### src/hdl/bsic_pkg.sv
// package: register map, field layout, reset values and timer constants
package bsic_pkg;
    localparam int NUM_HS = 4;
    localparam int NUM_LS = 7;
    localparam logic [9:0] ADDR_CHARGE_STATUS = 10'h1A5;
    localparam logic [9:0] ADDR_LINK_PAIR_A = 10'h1A6;
    localparam logic [9:0] ADDR_LINK_PAIR_B = 10'h1A7;
    localparam logic [15:0] RESET_LINK_PAIR = 16'h7F7F;
    localparam logic [15:0] RESET_CHARGE_STATUS = 16'h001F;
    localparam int TIMER_FIELD_LSB = 10;
    localparam int RAISED_FIELD_LSB = 5;
    localparam int OVERRIDE_BIT = 7;
    localparam int HALF_WIDTH = 8;
    // timer field steps every 0.68 ms approx; one code per tick period
    localparam real CODE_STEP_MS = 0.68;
    localparam real CLK_PERIOD_NS = 10.0;
    localparam int CODE_STEP_CYCLES = int'(CODE_STEP_MS * 1.0E6 / CLK_PERIOD_NS);
    localparam logic [5:0] TIMER_IDLE = 6'h00;
    localparam logic [5:0] TIMER_FINAL = 6'h34;
    localparam logic [15:0] READ_ZERO = 16'h0000;

    typedef struct packed {
        logic [5:0] timer;
        logic [3:0] raised;
        logic [4:0] uncharged;
    } bsic_status_t;
endpackage

### src/hdl/bsic_hs_channel.sv
// one high-side bootstrap init channel: charge tracking and link indication
`timescale 1ns/1ns
`default_nettype none
module bsic_hs_channel (
    input wire logic clk_i,             // system clock
    input wire logic reset_i,           // sync reset, high
    input wire logic [6:0] link_sel_i,  // linked low-sides
    input wire logic link_override_i,   // forces indication high
    input wire logic [6:0] ls_on_i,     // synced low-side on states
    input wire logic charged_det_i,     // synced charge detection
    input wire logic timer_done_i,      // timer reached final code
    output logic lowside_active_o,      // low-side active indication
    output logic uncharged_o,           // 1 until charged or low-side active
    output logic raised_o               // higher threshold was used
);
    logic uncharged_reg;
    logic uncharged_next;
    logic raised_reg;
    logic raised_next;

    // linked low-side on
    // override forces high
    assign lowside_active_o = link_override_i | (|(link_sel_i & ls_on_i));

    always_comb begin
        uncharged_next = uncharged_reg;
        raised_next = raised_reg;
        if (uncharged_reg) begin
            // raise threshold at end-of-count
            if (timer_done_i) begin
                raised_next = 1'b1;
            end
            // clear when charged
            // low-side active ends init
            if (charged_det_i || lowside_active_o) begin
                uncharged_next = 1'b0;
            end
        end
    end

    always_ff @(posedge clk_i) begin
        // reset state
        if (reset_i) begin
            uncharged_reg <= 1'b1;
            raised_reg <= 1'b0;
        end else begin
            uncharged_reg <= uncharged_next;
            raised_reg <= raised_next;
        end
    end

    // raised flag
    assign uncharged_o = uncharged_reg;
    assign raised_o = raised_reg;
endmodule
`default_nettype wire

### src/hdl/bsic_top.sv
// top: bootstrap init status register, coupling registers and global timer
//
// Overview of operation
// read-only status: timer, raised, charge flags
// charge flag reads 0 once charged
// raised flag set if higher threshold used
// timer field shows six timer MSBs
// flag pairs encode charge and threshold history
// timer reads zero during supply undervoltage
// timer counts up once supply stable
// timer stops at final code 110100
// pair A register: high-sides one, two
// pair B register: high-sides three, four
// indication high when linked low-side on
// override bit forces indication high
// software links only low-sides sharing load
// one global timer starts leaving undervoltage
// end-of-count raises threshold for initializing
// low-side active indication ends initialization
// defined reset state for flags, links
// status writes ignored, reads side-effect free
`timescale 1ns/1ns
`default_nettype none
module bsic_top (
    input wire logic clk_i,                  // system clock, 100 MHz
    input wire logic reset_i,                // sync reset, high
    input wire logic [9:0] reg_addr_i,       // register address
    input wire logic reg_wr_i,               // write strobe
    input wire logic reg_rd_i,               // read strobe
    input wire logic [15:0] reg_wdata_i,     // write data
    output logic [15:0] reg_rdata_o,         // read data, registered
    input wire logic supply_uv_i,            // gate supply undervoltage pin
    input wire logic [3:0] charged_det_i,    // per high-side charge detect pin
    input wire logic [6:0] ls_on_i,          // low-side on states pin
    output logic [3:0] lowside_active_o,     // per high-side indication
    output logic [3:0] raised_threshold_o    // per high-side higher threshold
);
    // ----------------------------------------------------------------
    // input synchronisers
    // ----------------------------------------------------------------
    logic [11:0] sync1_reg;
    logic [11:0] sync2_reg;
    logic [11:0] sync1_next;
    logic [11:0] sync2_next;
    logic uv_s;
    logic [3:0] det_s;
    logic [6:0] ls_s;

    always_comb begin
        sync1_next = {supply_uv_i, charged_det_i, ls_on_i};
        sync2_next = sync1_reg;
    end

    // undervoltage stage resets high so the timer cannot run before the pin is seen
    always_ff @(posedge clk_i) begin
        if (reset_i) begin
            sync1_reg <= 12'h800;
            sync2_reg <= 12'h800;
        end else begin
            sync1_reg <= sync1_next;
            sync2_reg <= sync2_next;
        end
    end

    assign uv_s = sync2_reg[11];
    assign det_s = sync2_reg[10:7];
    assign ls_s = sync2_reg[6:0];

    // ----------------------------------------------------------------
    // global init timer
    // ----------------------------------------------------------------
    logic [5:0] timer_reg;
    logic [5:0] timer_next;
    logic [31:0] step_reg;
    logic [31:0] step_next;
    logic timer_done;

    // the step count restarts with the field, so a supply dip restarts the whole count from code zero
    always_comb begin
        timer_next = timer_reg;
        step_next = step_reg;
        // zero while undervoltage
        if (uv_s) begin
            timer_next = bsic_pkg::TIMER_IDLE;
            step_next = 32'h0000_0000;
        // hold at final code
        end else if (timer_reg != bsic_pkg::TIMER_FINAL) begin
            // global timer on system clock
            // count up while stable
            if (step_reg == 32'(bsic_pkg::CODE_STEP_CYCLES - 1)) begin
                step_next = 32'h0000_0000;
                timer_next = timer_reg + 6'h01;
            end else begin
                step_next = step_reg + 32'h0000_0001;
            end
        end
    end

    always_ff @(posedge clk_i) begin
        if (reset_i) begin
            timer_reg <= bsic_pkg::TIMER_IDLE;
            step_reg <= 32'h0000_0000;
        end else begin
            timer_reg <= timer_next;
            step_reg <= step_next;
        end
    end

    // held at final code, so end-of-count stays true until the supply drops
    assign timer_done = (timer_reg == bsic_pkg::TIMER_FINAL);

    // ----------------------------------------------------------------
    // coupling registers
    // ----------------------------------------------------------------
    logic [15:0] link_a_reg;
    logic [15:0] link_a_next;
    logic [15:0] link_b_reg;
    logic [15:0] link_b_next;

    // writes to the status or an unmapped address fall through and change nothing
    always_comb begin
        link_a_next = link_a_reg;
        link_b_next = link_b_reg;
        if (reg_wr_i) begin
            // pair A layout
            if (reg_addr_i == bsic_pkg::ADDR_LINK_PAIR_A) begin
                link_a_next = reg_wdata_i;
            end
            // pair B layout
            if (reg_addr_i == bsic_pkg::ADDR_LINK_PAIR_B) begin
                link_b_next = reg_wdata_i;
            end
            // status writes dropped
        end
    end

    always_ff @(posedge clk_i) begin
        // links all set at reset
        if (reset_i) begin
            link_a_reg <= bsic_pkg::RESET_LINK_PAIR;
            link_b_reg <= bsic_pkg::RESET_LINK_PAIR;
        end else begin
            link_a_reg <= link_a_next;
            link_b_reg <= link_b_next;
        end
    end

    // ----------------------------------------------------------------
    // per high-side channels
    // ----------------------------------------------------------------
    logic [31:0] links_all;
    logic [3:0] uncharged;
    logic [3:0] raised;

    // channel g takes byte g of the link registers: selects low, override on top
    assign links_all = {link_b_reg, link_a_reg};

    genvar g;
    generate
        for (g = 0; g < bsic_pkg::NUM_HS; g++) begin : g_hs
            bsic_hs_channel u_ch (
                .clk_i(clk_i),
                .reset_i(reset_i),
                .link_sel_i(links_all[g*8 +: 7]),
                .link_override_i(links_all[g*8 + bsic_pkg::OVERRIDE_BIT]),
                .ls_on_i(ls_s),
                .charged_det_i(det_s[g]),
                .timer_done_i(timer_done),
                .lowside_active_o(lowside_active_o[g]),
                .uncharged_o(uncharged[g]),
                .raised_o(raised[g])
            );
        end
    endgenerate

    // raised flags also leave the block for the threshold selection outside it
    assign raised_threshold_o = raised;

    // ----------------------------------------------------------------
    // read path
    // ----------------------------------------------------------------
    bsic_pkg::bsic_status_t status;
    logic [15:0] rdata_reg;
    logic [15:0] rdata_next;
    logic [15:0] status_word;

    // status layout
    // live timer MSBs
    // flag pairs from channel state
    always_comb begin
        status.timer = timer_reg;
        status.raised = raised;
        // fifth high-side is not built here: its flag reads not charged
        status.uncharged = {1'b1, uncharged};
        // spare bit 9 between the timer and the raised flags reads zero
        status_word = {status.timer, 1'b0, status.raised, status.uncharged};
    end

    always_comb begin
        rdata_next = rdata_reg;
        // R18 reads have no side effects
        if (reg_rd_i) begin
            case (reg_addr_i)
                bsic_pkg::ADDR_CHARGE_STATUS: rdata_next = status_word;
                bsic_pkg::ADDR_LINK_PAIR_A: rdata_next = link_a_reg;
                bsic_pkg::ADDR_LINK_PAIR_B: rdata_next = link_b_reg;
                default: rdata_next = bsic_pkg::READ_ZERO;
            endcase
        end
    end

    always_ff @(posedge clk_i) begin
        if (reset_i) begin
            rdata_reg <= bsic_pkg::READ_ZERO;
        end else begin
            rdata_reg <= rdata_next;
        end
    end

    assign reg_rdata_o = rdata_reg;
endmodule
`default_nettype wire

### config.mk
export PLATFORM = sky130hd
export DESIGN_NAME = bsic_top
export DESIGN_NICKNAME = d
export VERILOG_FILES = /design/src/hdl/bsic_pkg.sv /design/src/hdl/bsic_hs_channel.sv /design/src/hdl/bsic_top.sv
export SDC_FILE = /design/constraint.sdc
export NUM_CORES = 1
export LEC_CHECK = 0
export BUFFER_PORTS_ARGS = -buffer_cell sky130_fd_sc_hd__buf_2
export CAP_MARGIN = 40
export CORE_MARGIN = 10
export CORE_UTILIZATION = 62
export DETAILED_ROUTE_END_ITERATION = 8
export PLACE_DENSITY = 0.88
export SYNTH_ARGS = -nofsm -noshare
export SYNTH_HDL_FRONTEND = slang
export SYNTH_SLANG_ARGS = --single-unit
### constraint.sdc
create_clock -name clk_i -period 3.2 [get_ports clk_i]
set_input_delay 0.64 -clock clk_i [delete_from_list [all_inputs] [get_ports clk_i]]
set_output_delay 0.64 -clock clk_i [all_outputs]
set_load 0.05 [all_outputs]
==> impl_metrics.toml <==
[routing]
initialDrtViolationCount = 555
dr.pass1.iters = 6
wl_per_cell_um = 19.7
drt_drc_violations_left = 0
final_antenna_net_count = 0
via_count = 4701
vias_per_cell = 6.51
routed_wl_mm = 14.2

[synth]
yosys.cell_types.count = 53
synth_async_sr_flop_share_pct = 0
post_synth_instance_area_um2 = 5200
ys_ff_latch = 118
syn_nets = 604
number_of_warnings_reported_in_the_yosys_synthesis_log = 0
synth-seq-area-share_pct = 45.4
synthesis.instances = 559
number_of_synthesized_flops_with_an_enable_pin = 0
synth_ff_type = "sky130_fd_sc_hd__dfxtp_1"
synthesis.area_per_instance_um2 = 9.30

[power_and_ir_drop]
power_density_nw_per_um2 = 581
design_power_mw = 3.52
power.static_leakage_nw = 2.17
cell_internal_pwr_mw = 2.69
swShare_pct = 23.5
clock_power_share_pct = 53.1
max-vdd-ir-drop_mv = 0.446
reg_power_share_pct = 42.7
total_net_switching_power_uw = 829
combPwrFrac_pct = 4.2

[clock_tree]
cts-buffers-inserted = 17
cts_root_buffer = "sky130_fd_sc_hd__clkbuf_8"
cts.clk_slew.worst_paths_ns = 0.06
hold_buffer_count_at_cts = 0
tritoncts = "yes"
post_cts_resized = 0
clkLatencyLatePin_ns = 0.51
cts-htree-levels = 4
cts_num_sinks = 118
clock_path_buffers = 2
postCtsSetupBuffers = 0

[critical_path]
crit_path_cell_trace = "a22o_1, a221oi_1, nand3_1, buf_2"
setup.worst_path.class = "flop to primary output"
reg2reg_depth = 5
critical-path-max-stage-delay_ns = 0.38
path_max_fanout = 4
worst_ep_required_time_ns = 2.56
endpoint_kind = "primary output"
critical_path.slowest_cell = "sky130_fd_sc_hd__dfxtp_1"
critPathArrivalTime_ns = 1.88
crit_path_start_kind = "flop"

[sta]
maxSlewViolCount = 0
finalHoldWorstSlack_ns = 0.308
setup_tns_ns = 0
fmax_ghz = 0.397
relSlewSlack_pct = 47.7
timing.final.crit_share_pct = 78.8
hold_viol = 0
postLayoutSetupSlackWorst_ns = 0.680
grt_setup_unrepaired = "no"
setup_viol = 0
tightest_slew_ns = 0.780
fin_skew_ns = 0.00849
min_period_ns = 2.52

[hold_path]
hold_path.class = "input pin to flop"
holdPathStages = 2

[global_route]
overflow = 0
number_of_global_route_vias_before_repair = 4545
grt_antenna_before_repair = 1
grt_start_max_net_pins = 37
first_pass_grt_wire_length_mm = 22.8
groute.usage.overall_pct = 21.8

[die]
die_area_um2 = 12400
placement_rows = 33
ioPinCount = 66
die-height_um = 112
initial_core_util_pct = 63.6
width_of_the_chip_um = 112
core_area_um2 = 8180

[layout]
drive_gt1_share_pct = 20.9
layoutNonFillerInstCount = 722
num-nets-final = 648
synthToLayoutAreaGrowth_pct = 16.7
final_core_util_pct = 74.2
largest_reg_flops = 32
layout.cell_area.non_filler_um2 = 6060

[placed_design]
place_congestion = 0.858
placedInstanceArea_um2 = 5470
port-buffer-count = 65
placedCellCount = 689
placement.setup.worst_slack_ns = 0.633
detailed_place_hpwl_mm = 8.75

[outcome]
status = "completed"

[run]
timing.max_cap.violations = 0
-- power by group through the flow --
stage	sequential (mW)	clock [mW]	combinational, mW
2_1_floorplan	1.53	0	0.104
3_3_place_gp	1.53	0	0.140
3_5_place_dp	1.53	0	0.144
4_1_cts	1.50	1.88	0.147
5_1_grt	1.51	1.96	0.158
6_report	1.50	1.87	0.149
-- final timing paths --
kind	from	to	slack, ns
setup reg to reg	step_reg[17]$_SDFFE_PP0P_	step_reg[17]$_SDFFE_PP0P_	0.80
hold / removal	supply_uv_i	sync1_reg[11]$_SDFF_PP1_	0.31
hold reg to reg	sync1_reg[11]$_SDFF_PP1_	sync2_reg[11]$_SDFF_PP1_	0.43
setup / recovery	sync2_reg[4]$_SDFF_PP0_	lowside_active_o[0]	0.68
-- layer usage --
| layer | vias up | routed length [um] | GRT usage [%] |
|---|---|---|---|
| li1 | 2159 | - | - |
| met4 | 0 | 317 | 9.34 |
| met1 | 2215 | 5770 | 26.6 |
| met5 | - | 0 | 0 |
| met2 | 286 | 6760 | 35.1 |
| met3 | 41 | 1390 | 6.17 |
-- critical path, delay by kind of cell (launching register included) --
family	cells	cell delay [ns]
AOI/OAI and AO/OA	2	0.56
buffers and inverters	1	0.24
and+or+nand+nor	1	0.17
DFF	1	0.38
-- cell families (layout without fill, tap and decap cells) --
kind of cell / Yosys count / in the layout / synth area share, %
AOI/OAI and AO/OA: 147 / 147 / 20.0
xor gates and xnor gates: 10 / 10 / 1.68
adders and majority gates: 3 / 3 / 0.722
buffers and inverters: 57 / 114 / 5.44
DFF: 118 / 118 / 45.4
muxes: 19 / 19 / 3.92
other: 0 / 1 / 0
and+or+nand+nor: 205 / 205 / 22.8
-- cell usage after synthesis (2+ instances only) --
| library cell | n | area share [%] |
|---|---|---|
| sky130_fd_sc_hd__a2111oi_0 | 3 | 0.51 |
| sky130_fd_sc_hd__a211o_1 | 30 | 5.1 |
| sky130_fd_sc_hd__a211oi_1 | 4 | 0.58 |
| sky130_fd_sc_hd__a21oi_1 | 31 | 3.0 |
| sky130_fd_sc_hd__a221oi_1 | 4 | 0.67 |
| sky130_fd_sc_hd__a22o_1 | 4 | 0.67 |
| sky130_fd_sc_hd__a22oi_1 | 19 | 2.7 |
| sky130_fd_sc_hd__and2_1 | 16 | 1.9 |
| sky130_fd_sc_hd__and3_1 | 16 | 1.9 |
| sky130_fd_sc_hd__and4_1 | 4 | 0.67 |
| sky130_fd_sc_hd__buf_4 | 8 | 1.2 |
| sky130_fd_sc_hd__buf_6 | 5 | 1.1 |
| sky130_fd_sc_hd__clkbuf_1 | 34 | 2.5 |
| sky130_fd_sc_hd__dfxtp_1 | 118 | 45 |
| sky130_fd_sc_hd__ha_1 | 3 | 0.72 |
| sky130_fd_sc_hd__inv_1 | 8 | 0.58 |
| sky130_fd_sc_hd__mux2_2 | 11 | 2.4 |
| sky130_fd_sc_hd__mux2i_1 | 8 | 1.5 |
| sky130_fd_sc_hd__nand2_1 | 40 | 2.9 |
| sky130_fd_sc_hd__nand2b_1 | 5 | 0.60 |
| sky130_fd_sc_hd__nand3_1 | 20 | 1.9 |
| sky130_fd_sc_hd__nand4_1 | 13 | 1.6 |
| sky130_fd_sc_hd__nor2_1 | 16 | 1.2 |
| sky130_fd_sc_hd__nor2_2 | 5 | 0.60 |
| sky130_fd_sc_hd__nor2b_1 | 24 | 2.9 |
| sky130_fd_sc_hd__nor3_1 | 2 | 0.19 |
| sky130_fd_sc_hd__nor4_1 | 5 | 0.60 |
| sky130_fd_sc_hd__nor4bb_1 | 2 | 0.39 |
| sky130_fd_sc_hd__o21ai_0 | 22 | 2.1 |
| sky130_fd_sc_hd__o21bai_1 | 4 | 0.58 |
| sky130_fd_sc_hd__o31ai_1 | 17 | 2.5 |
| sky130_fd_sc_hd__o41ai_1 | 3 | 0.51 |
| sky130_fd_sc_hd__or2_2 | 3 | 0.36 |
| sky130_fd_sc_hd__or3_1 | 5 | 0.60 |
| sky130_fd_sc_hd__or4_1 | 21 | 3.0 |
| sky130_fd_sc_hd__xnor2_1 | 8 | 1.3 |
| sky130_fd_sc_hd__xor2_1 | 2 | 0.34 |
-- area by class of cell --
cell class	instances	area (um^2)
diodes	1	2.50
clock buffers	18	428
clock inverters	14	164
fillers	525	2110
inverters	8	30.0
multi-input cells	384	2550
flip-flops and latches	118	2360
well taps	105	131
repair buffers	74	393
-- layout by cell type, fill, tap and decap left out, types with 17 or more instances in the layout --
cell / n
sky130_fd_sc_hd__nand2_1: 40
sky130_fd_sc_hd__or4_1: 21
sky130_fd_sc_hd__a211o_1: 30
sky130_fd_sc_hd__a22oi_1: 19
sky130_fd_sc_hd__nor2b_1: 24
sky130_fd_sc_hd__o31ai_1: 17
sky130_fd_sc_hd__nand3_1: 20
sky130_fd_sc_hd__buf_2: 65
sky130_fd_sc_hd__dfxtp_1: 118
sky130_fd_sc_hd__o21ai_0: 22
sky130_fd_sc_hd__a21oi_1: 31
(Power assumes the default switching activity.)
